==> src/mtcc_pkg.sv <==
// Constants and types shared by the timer match/capture block
// Operation
// - Compare-match fires in the last clock state of counter/compare equality.
// - After equality, match is held off until just before next count edge.
// - Each compare-match drives the pin to the level the pin control selects.
// - Clear on match happens in final matching state; period is N+1.
// - Counter clear in write state two wins; written value is dropped.
// - Count-up in write state two loses; written value is stored.
// - Buffer transfer during write: channel 0 moves new data, channels 3/4 old.
// - Capture in read state one makes the read return the captured value.
// - Software clears a flag only by reading it as 1 then writing 0.
// - Transfer engine activation clears its match/capture flag automatically.
// - Up count wrap from maximum to zero sets overflow flag and request.
// - Down count from zero to maximum sets underflow flag and request.
// - Channel 4 complementary mode sets overflow reaching zero counting down.
// - Compare-match sets the match/capture flag, then its interrupt request.
// - Input capture sets the match/capture flag, then its interrupt request.
// - Interrupt request stands only while flag and enable are both 1; the code registers it, so it rises and falls one clock after them.
// - Only channels 1 and 2 have underflow; each channel has one overflow.
// - Trigger enable plus register A flag set issues a conversion start.
package mtcc_pkg;
   localparam int          CNT_W     = 16;
   localparam int          NREG      = 4;
   localparam int          NFLAG     = 6;
   localparam logic [15:0] CNT_MAX   = 16'hffff;
   localparam logic [15:0] CNT_ZERO  = 16'h0000;
   localparam logic [15:0] CNT_ONE   = 16'h0001;
   localparam logic [15:0] CNT_RST   = 16'h0000;
   localparam logic [15:0] GCC_RST   = 16'hffff;
   // Register select codes of the processor access
   localparam logic [2:0]  SEL_COUNT = 3'h0;
   localparam logic [2:0]  SEL_GCC_A = 3'h1;
   localparam logic [2:0]  SEL_FLAGS = 3'h5;
   // Flag bit positions
   localparam int          FLG_OVF   = 4;
   localparam int          FLG_UNF   = 5;
   localparam int          REG_A     = 0;
   localparam int          REG_C     = 2;
   // Pin level selections
   localparam logic [1:0]  PIN_HOLD  = 2'h0;
   localparam logic [1:0]  PIN_LOW   = 2'h1;
   localparam logic [1:0]  PIN_HIGH  = 2'h2;
   localparam logic [1:0]  PIN_TOG   = 2'h3;
   // Capture edge selections
   localparam logic [1:0]  EDGE_RISE = 2'h1;
   localparam logic [1:0]  EDGE_FALL = 2'h2;
   // Processor bus cycle states
   typedef enum logic [2:0] {
      BUS_IDLE = 3'b001,
      BUS_T1   = 3'b010,
      BUS_T2   = 3'b100
   } mtcc_bus_t;
endpackage

==> src/mtcc_capture_edge.sv <==
// Input capture edge detector for one compare/capture pin
`timescale 1ns/1ps
module mtcc_capture_edge (
   // Clock and reset
   input  wire logic       ref_clk,
   input  wire logic       resetn,
   // Pin and edge choice
   input  wire logic       pin_in,
   input  wire logic [1:0] edge_sel,
   // Detected edge
   output logic            edge_pulse
);
   import mtcc_pkg::*;
   logic prev_reg;

   // Previous pin level
   always_ff @(posedge ref_clk or negedge resetn) begin
      if (!resetn) begin
         prev_reg <= 1'b0;
      end else begin
         prev_reg <= pin_in;
      end
   end

   // Rising, falling or both edges
   always_comb begin
      edge_pulse = ((edge_sel[0] && pin_in && !prev_reg) ||
                    (edge_sel[1] && !pin_in && prev_reg));
   end
endmodule

==> src/mtcc_timer.sv <==
// One timer channel: counter, four compare/capture registers, flags and bus cycle
`timescale 1ns/1ps
module mtcc_timer #(
   parameter int unsigned CH_ID = 0
) (
   // Clock and reset
   input  wire logic                  ref_clk,
   input  wire logic                  resetn,
   // Counting control
   input  wire logic                  count_tick,
   input  wire logic                  count_down,
   input  wire logic                  clear_on_match_a,
   input  wire logic                  clear_on_capture_a,
   input  wire logic                  cpwm_mode,
   input  wire logic                  buffer_en,
   // Per register setup
   input  wire logic [3:0]            capture_mode,
   input  wire logic [7:0]            pin_io_control,
   input  wire logic [7:0]            capture_edge_sel,
   // Compare/capture pins
   input  wire logic [3:0]            compare_capture_pin_in,
   output logic      [3:0]            compare_capture_pin_out,
   output logic      [3:0]            compare_capture_pin_oe,
   // Processor access
   input  wire logic                  cpu_start,
   input  wire logic                  cpu_write,
   input  wire logic [2:0]            cpu_sel,
   input  wire logic [15:0]           cpu_wdata,
   output logic      [15:0]           cpu_rdata,
   output logic                       cpu_done,
   // Interrupt and trigger side
   input  wire logic [5:0]            irq_enable_bits,
   input  wire logic                  conversion_trigger_enable,
   input  wire logic [3:0]            transfer_ack,
   output logic      [3:0]            match_capture_irq,
   output logic                       overflow_irq,
   output logic                       underflow_irq,
   output logic                       conversion_start,
   output logic      [5:0]            timer_flags,
   output logic      [3:0]            compare_match
);
   import mtcc_pkg::*;

   localparam bit HAS_UNF = (CH_ID == 1) || (CH_ID == 2);

   mtcc_bus_t    bus_reg;
   logic         bus_wr_reg;
   logic [2:0]   bus_sel_reg;
   logic [15:0]  bus_data_reg;
   logic [15:0]  timer_count_reg;
   logic [15:0]  gcc_reg [NREG];
   logic [15:0]  gcc_next [NREG];
   logic [3:0]   pin_reg;
   logic [3:0]   pin_next;
   logic [3:0]   oe_reg;
   logic [5:0]   flags_reg;
   logic [5:0]   flags_next;
   logic [5:0]   armed_reg;
   logic [5:0]   irq_reg;
   logic [15:0]  rdata_reg;
   logic         done_reg;
   logic         conv_reg;
   logic [3:0]   match_reg;
   logic [3:0]   cap_edge;
   logic [3:0]   cap;
   logic [3:0]   match;
   logic         in_t2;
   logic         wr_t2;
   logic         wr_cnt;
   logic         clr_req;
   logic         ovf_ev;
   logic         unf_ev;
   logic [5:0]   flag_set;
   logic [5:0]   flag_clr;

   // Two-state bus cycle decode
   assign in_t2  = (bus_reg == BUS_T2);
   assign wr_t2  = in_t2 && bus_wr_reg;
   assign wr_cnt = wr_t2 && (bus_sel_reg == SEL_COUNT);

   // Clear on match/capture and overflow/underflow events
   assign clr_req = (clear_on_match_a && match[REG_A]) ||
                    (clear_on_capture_a && cap[REG_A]);
   assign ovf_ev  = count_tick && !wr_cnt && !clr_req &&
                    ((!count_down && timer_count_reg == CNT_MAX) ||
                     (CH_ID == 4 && cpwm_mode && count_down &&
                      timer_count_reg == CNT_ONE));
   assign unf_ev  = HAS_UNF && count_tick && !wr_cnt && !clr_req && count_down &&
                    (timer_count_reg == CNT_ZERO);

   // Per register match, capture, buffer and pin logic
   genvar gi;
   generate
      for (gi = 0; gi < NREG; gi++) begin : g_reg
         mtcc_capture_edge u_edge (
            .ref_clk    (ref_clk),
            .resetn     (resetn),
            .pin_in     (compare_capture_pin_in[gi]),
            .edge_sel   (capture_edge_sel[2*gi+1:2*gi]),
            .edge_pulse (cap_edge[gi])
         );
         assign cap[gi]   = cap_edge[gi] && capture_mode[gi];
         assign match[gi] = !capture_mode[gi] && count_tick &&
                            (timer_count_reg == gcc_reg[gi]);
         if (gi == REG_A) begin : g_a
            // Buffer transfer C to A on match, with write contention
            assign gcc_next[gi] =
               cap[gi] ? timer_count_reg :
               (buffer_en && match[gi]) ?
                  ((CH_ID == 0 && wr_t2 && bus_sel_reg == SEL_GCC_A + 3'(REG_C)) ?
                    bus_data_reg : gcc_reg[REG_C]) :
               (wr_t2 && bus_sel_reg == SEL_GCC_A + 3'(gi)) ? bus_data_reg :
               gcc_reg[gi];
         end else if (gi == REG_C) begin : g_c
            // Capture into A pushes old A into the buffer
            assign gcc_next[gi] =
               cap[gi] ? timer_count_reg :
               (buffer_en && cap[REG_A]) ? gcc_reg[REG_A] :
               (wr_t2 && bus_sel_reg == SEL_GCC_A + 3'(gi)) ? bus_data_reg :
               gcc_reg[gi];
         end else begin : g_bd
            assign gcc_next[gi] =
               cap[gi] ? timer_count_reg :
               (wr_t2 && bus_sel_reg == SEL_GCC_A + 3'(gi)) ? bus_data_reg :
               gcc_reg[gi];
         end
         // Pin level chosen by pin control on each match
         assign pin_next[gi] =
            !match[gi] ? pin_reg[gi] :
            (pin_io_control[2*gi+1:2*gi] == PIN_LOW)  ? 1'b0 :
            (pin_io_control[2*gi+1:2*gi] == PIN_HIGH) ? 1'b1 :
            (pin_io_control[2*gi+1:2*gi] == PIN_TOG)  ? !pin_reg[gi] :
            pin_reg[gi];
      end
   endgenerate

   // Flag set and clear terms
   assign flag_set = {unf_ev, ovf_ev, match | cap};
   assign flag_clr = ({6{wr_t2 && bus_sel_reg == SEL_FLAGS}} &
                      ~bus_data_reg[5:0] & armed_reg) |
                     {2'b00, transfer_ack};
   assign flags_next = flag_set | (flags_reg & ~flag_clr);

   // Processor bus cycle sequencer
   always_ff @(posedge ref_clk or negedge resetn) begin
      if (!resetn) begin
         bus_reg      <= BUS_IDLE;
         bus_wr_reg   <= 1'b0;
         bus_sel_reg  <= 3'h0;
         bus_data_reg <= 16'h0000;
      end else begin
         case (bus_reg)
            BUS_IDLE: begin
               if (cpu_start) begin
                  bus_reg      <= BUS_T1;
                  bus_wr_reg   <= cpu_write;
                  bus_sel_reg  <= cpu_sel;
                  bus_data_reg <= cpu_wdata;
               end
            end
            BUS_T1:  bus_reg <= BUS_T2;
            BUS_T2:  bus_reg <= BUS_IDLE;
            default: bus_reg <= BUS_IDLE;
         endcase
      end
   end

   // Counter with clear over write over count
   always_ff @(posedge ref_clk or negedge resetn) begin
      if (!resetn) begin
         timer_count_reg <= CNT_RST;
      end else if (clr_req) begin
         timer_count_reg <= CNT_ZERO;
      end else if (wr_cnt) begin
         timer_count_reg <= bus_data_reg;
      end else if (count_tick) begin
         timer_count_reg <= count_down ? timer_count_reg - CNT_ONE
                                       : timer_count_reg + CNT_ONE;
      end
   end

   // Compare/capture registers and pins
   always_ff @(posedge ref_clk or negedge resetn) begin
      if (!resetn) begin
         for (int i = 0; i < NREG; i++) begin
            gcc_reg[i] <= GCC_RST;
         end
         pin_reg   <= 4'h0;
         oe_reg    <= 4'h0;
         match_reg <= 4'h0;
      end else begin
         for (int i = 0; i < NREG; i++) begin
            gcc_reg[i] <= gcc_next[i];
         end
         pin_reg   <= pin_next;
         oe_reg    <= ~capture_mode;
         match_reg <= match;
      end
   end

   // Flags, read arming, interrupt requests and trigger
   always_ff @(posedge ref_clk or negedge resetn) begin
      if (!resetn) begin
         flags_reg <= 6'h00;
         armed_reg <= 6'h00;
         irq_reg   <= 6'h00;
         conv_reg  <= 1'b0;
      end else begin
         flags_reg <= flags_next;
         if (in_t2 && !bus_wr_reg && bus_sel_reg == SEL_FLAGS) begin
            armed_reg <= flags_reg;
         end else begin
            armed_reg <= armed_reg & ~flag_clr;
         end
         irq_reg  <= flags_reg & irq_enable_bits &
                     {HAS_UNF, 5'h1f};
         conv_reg <= conversion_trigger_enable && flag_set[REG_A];
      end
   end

   // Read data taken in state two, after any state one capture
   always_ff @(posedge ref_clk or negedge resetn) begin
      if (!resetn) begin
         rdata_reg <= 16'h0000;
         done_reg  <= 1'b0;
      end else begin
         done_reg <= in_t2;
         if (in_t2 && !bus_wr_reg) begin
            case (bus_sel_reg)
               3'h0:    rdata_reg <= timer_count_reg;
               3'h1:    rdata_reg <= gcc_reg[0];
               3'h2:    rdata_reg <= gcc_reg[1];
               3'h3:    rdata_reg <= gcc_reg[2];
               3'h4:    rdata_reg <= gcc_reg[3];
               3'h5:    rdata_reg <= {10'h000, flags_reg};
               default: rdata_reg <= 16'h0000;
            endcase
         end
      end
   end

   // Outputs straight from flip-flops
   assign compare_capture_pin_out = pin_reg;
   assign compare_capture_pin_oe  = oe_reg;
   assign cpu_rdata               = rdata_reg;
   assign cpu_done                = done_reg;
   assign match_capture_irq       = irq_reg[3:0];
   assign overflow_irq            = irq_reg[FLG_OVF];
   assign underflow_irq           = irq_reg[FLG_UNF];
   assign conversion_start        = conv_reg;
   assign timer_flags             = flags_reg;
   assign compare_match           = match_reg;
endmodule

==> config.mk <==
export PLATFORM = sky130hd
export DESIGN_NAME = mtcc_timer
export DESIGN_NICKNAME = d
export VERILOG_FILES = /design/src/mtcc_pkg.sv /design/src/mtcc_capture_edge.sv /design/src/mtcc_timer.sv
export SDC_FILE = /design/constraint.sdc
export NUM_CORES = 1
export LEC_CHECK = 0
export BUFFER_PORTS_ARGS = -buffer_cell sky130_fd_sc_hd__buf_2
export CAP_MARGIN = 30
export CORE_ASPECT_RATIO = 0.75
export CORE_MARGIN = 4
export CORE_UTILIZATION = 53
export CTS_CLUSTER_DIAMETER = 60
export CTS_CLUSTER_SIZE = 12
export DETAILED_ROUTE_END_ITERATION = 7
export PLACE_DENSITY = 0.77
export SLEW_MARGIN = 20
export SYNTH_ARGS = -nofsm -noshare
export SYNTH_HDL_FRONTEND = slang
export SYNTH_SLANG_ARGS = --single-unit
==> constraint.sdc <==
create_clock -name ref_clk -period 2.4 [get_ports ref_clk]
set_input_delay 0 -clock ref_clk [delete_from_list [all_inputs] [get_ports ref_clk]]
set_output_delay 0 -clock ref_clk [all_outputs]
set_load 0.01 [all_outputs]
==> results.json <==
{
  "status": "completed",
  "largest_register_ffs": 64,
  "power_frac_seq": 0.359,
  "htree_levels": 4,
  "worst_slew_pin_slew_ns": 0.608,
  "syn-instance-count": 899,
  "synth_seq_cells": 154,
  "track_usage": 0.284,
  "fin_crit_ns": 2.32,
  "synth-seq-area-share": 0.441,
  "fin_area_sq_mm": 0.0111,
  "synth.area.top_cells": "dfrtp_1 25%, dfstp_2 19%, mux2i_1 8.4%, a21oi_1 5.8%, xor2_1 5.1%",
  "syn_to_final_growth_pct": 23.9,
  "fmax_mhz": 432,
  "critPathKind": "flop to flop",
  "synth-async-reset-ratio": 1.00,
  "clock-sinks": 154,
  "pwr-share-clk": 0.198,
  "switchingPower_w": 0.00587,
  "grt_pass1_vias": 7656,
  "critical_path_required_ns": 2.75,
  "p_sw_frac": 0.414,
  "p_leak_nw": 4.83,
  "synthTopCellsByCount": "103 x a21oi_1, 89 x dfrtp_1, 87 x nor2_1",
  "finalHoldViolations": 0,
  "num_rows": 40,
  "dr.pass1.iters": 6,
  "fin_tns_setup_ns": 0,
  "skew_ns": 0.00926,
  "synth_edf_count": 0,
  "drc_errors": 0,
  "drt_iter0_drc": 975,
  "rr_worst_depth": 7,
  "antenna_found_initial": 0,
  "gr-total-overflow": 0,
  "end_kind": "flop",
  "design.die.area_sq_mm": 0.0190,
  "synth_cell_types": 58,
  "place_congestion": 0.950,
  "clk_pin_slew_ns": 0.07,
  "grt_pass1_wl_um": 42200,
  "die_w_um": 158,
  "wl_um": 26900,
  "initial_utilization": 0.549,
  "worstSetupStartpointType": "flop",
  "ios": 106,
  "p_per_area_mw_per_mm2": 1280,
  "die_y_um": 120,
  "p_comb_frac": 0.443,
  "yosysTopAreaCellShare": 0.250,
  "io_buffers": 102,
  "num_antenna_cells": 0,
  "hold_path.class": "input pin to async pin",
  "setup_viol_count_final": 0,
  "vias": 7828,
  "nNetsFinal": 1143,
  "worst_ep_arrival_time_ns": 2.67,
  "cts_tree": "done",
  "report.final.slew_viol_count": 0,
  "fp.coreArea_sq_mm": 0.0163,
  "worstSkewPairLatency_ns": 0.43,
  "ir_drop_mv": 0.681,
  "grt_max_degree": 62,
  "vias_per_cell": 6.08,
  "yosys.area.top_type": "dfrtp_1",
  "cts_buffers": 17,
  "max-slew-margin-rel": 0.595,
  "synth_warnings": 0,
  "worstReg2RegEnd": "gcc_reg[49]",
  "syn_avg_cell_area_sq_um": 9.93,
  "min_period_over_period": 0.965,
  "mappedNetlistNets": 978,
  "drive_gt1_frac": 0.295,
  "cts_setup_buffers": 0,
  "place_area_sq_mm": 0.00993,
  "rr_startpoint": "gcc_reg[55]",
  "rsz0062_at_grt": "false",
  "avgRoutedWirePerCell_um": 20.9,
  "ant_nets": 0,
  "cell_internal_pwr_w": 0.00831,
  "clockBufferDepth": 2,
  "synth.most_common_cell": "a21oi_1",
  "cts_root_buffer": "clkbuf_16",
  "dp_hpwl_um": 18700,
  "crit_fanout": 16,
  "rrSetupSlack_ns": 0.08,
  "max_cap_violations": 0,
  "syn_area_sq_mm": 0.00892,
  "synth_ff_type": "dfrtp_1"
}
-- metal layers --
layer | global-route usage | wire length [um] | vias up
li1 | - | - | 3550
met4 | 0.0752 | 471 | 0
met2 | 0.428 | 12200 | 395
met3 | 0.0594 | 2480 | 53
met1 | 0.418 | 11700 | 3830
met5 | 0 | 0 | -
-- per-stage QoR --
step           worst slack (ns)  total power, W   util  cells  hold slack, ns
4_1_cts                  0.0106          0.0140  0.679   1287          0.0861
2_1_floorplan             0.147         0.00889      -    899          -0.296
6_report                 0.0839          0.0142  0.680   1287           0.105
5_1_grt                  0.0105          0.0149  0.680   1287           0.103
3_3_place_gp             0.0937          0.0109  0.610   1205         0.00748
3_5_place_dp             0.0419          0.0111  0.610   1205          0.0117
-- cells in the final DEF (no fill, tap or decap), types with 5 or more instances in the layout --
cell and n:
mux2i_1 75, a22oi_1 11, clkinv_4 5, nand4_1 10, and3_1 7, dfstp_2 65
buf_2 101, mux4_2 10, xor2_1 52, clkbuf_16 17, nand3b_1 6, xnor2_1 27
inv_1 14, o21ai_0 42, a21oi_2 9, dfrtp_1 89, nor3_1 6, ha_1 14
nand2_1 70, a21oi_1 103, nand3_1 13, buf_12 5, mux2_2 36, nor2_1 87
dlygate4sd3_1 50, and2_1 8, buf_4 48, nor4_1 9, o22ai_1 18, a31oi_1 11
-- final cells by class --
cell class / instances / area, sq um
Sequential cell: 154 / 3940
Inverter: 14 / 52.6
Multi-Input combinational cell: 672 / 4710
Tap cell: 210 / 263
Timing Repair Buffer: 205 / 1480
Clock buffer: 18 / 439
Clock inverter: 14 / 180
Fill cell: 1166 / 5200
-- worst max-delay path by stage --
stage                                endpoint  slack [ns]  cells after the start               start
final                             gcc_reg[49]        0.08                      7         gcc_reg[55]
after global routing      timer_count_reg[13]        0.01                      7  timer_count_reg[1]
after CTS                 timer_count_reg[12]        0.01                      7  timer_count_reg[1]
after detailed placement  timer_count_reg[12]        0.04                      7  timer_count_reg[1]
after global placement    timer_count_reg[12]        0.09                      7  timer_count_reg[1]
after floorplan           timer_count_reg[12]        0.15                      7  timer_count_reg[0]
-- power groups by stage --
stage               combinational, W  clock (W)  sequential, W
floorplan                    0.00419          0        0.00470
global placement             0.00583          0        0.00504
detailed placement           0.00599          0        0.00508
CTS                          0.00613    0.00284        0.00505
global route                 0.00678    0.00295        0.00520
finish                       0.00629    0.00281        0.00508
-- cells by family after synthesis --
logic type	synth area share
buffers and inverters	0.0342
multiplexers	0.155
AND/OR/NAND/NOR	0.125
adder cells (fa/ha/maj)	0.0219
AO/OA/AOI/OAI	0.145
flip-flops	0.441
XOR/XNOR	0.0775
other	0.000420
-- critical path: stages, from the launching register on --
cell and delay, ns:
dfstp_2 0.58, xor2_1 0.15, nor4_1 0.44, nand2_1 0.24, o31ai_2 0.25, buf_4 0.29
o22ai_1 0.14, a21oi_1 0.14
-- repair_timing --
action                                  4_1_cts  5_1_grt
endpoints found under the hold margin       108        0
gates resized for setup                       0        4
endpoints found under the setup margin        0        6
hold buffers                                 50        0
Power figures use the tool's default switching activity.
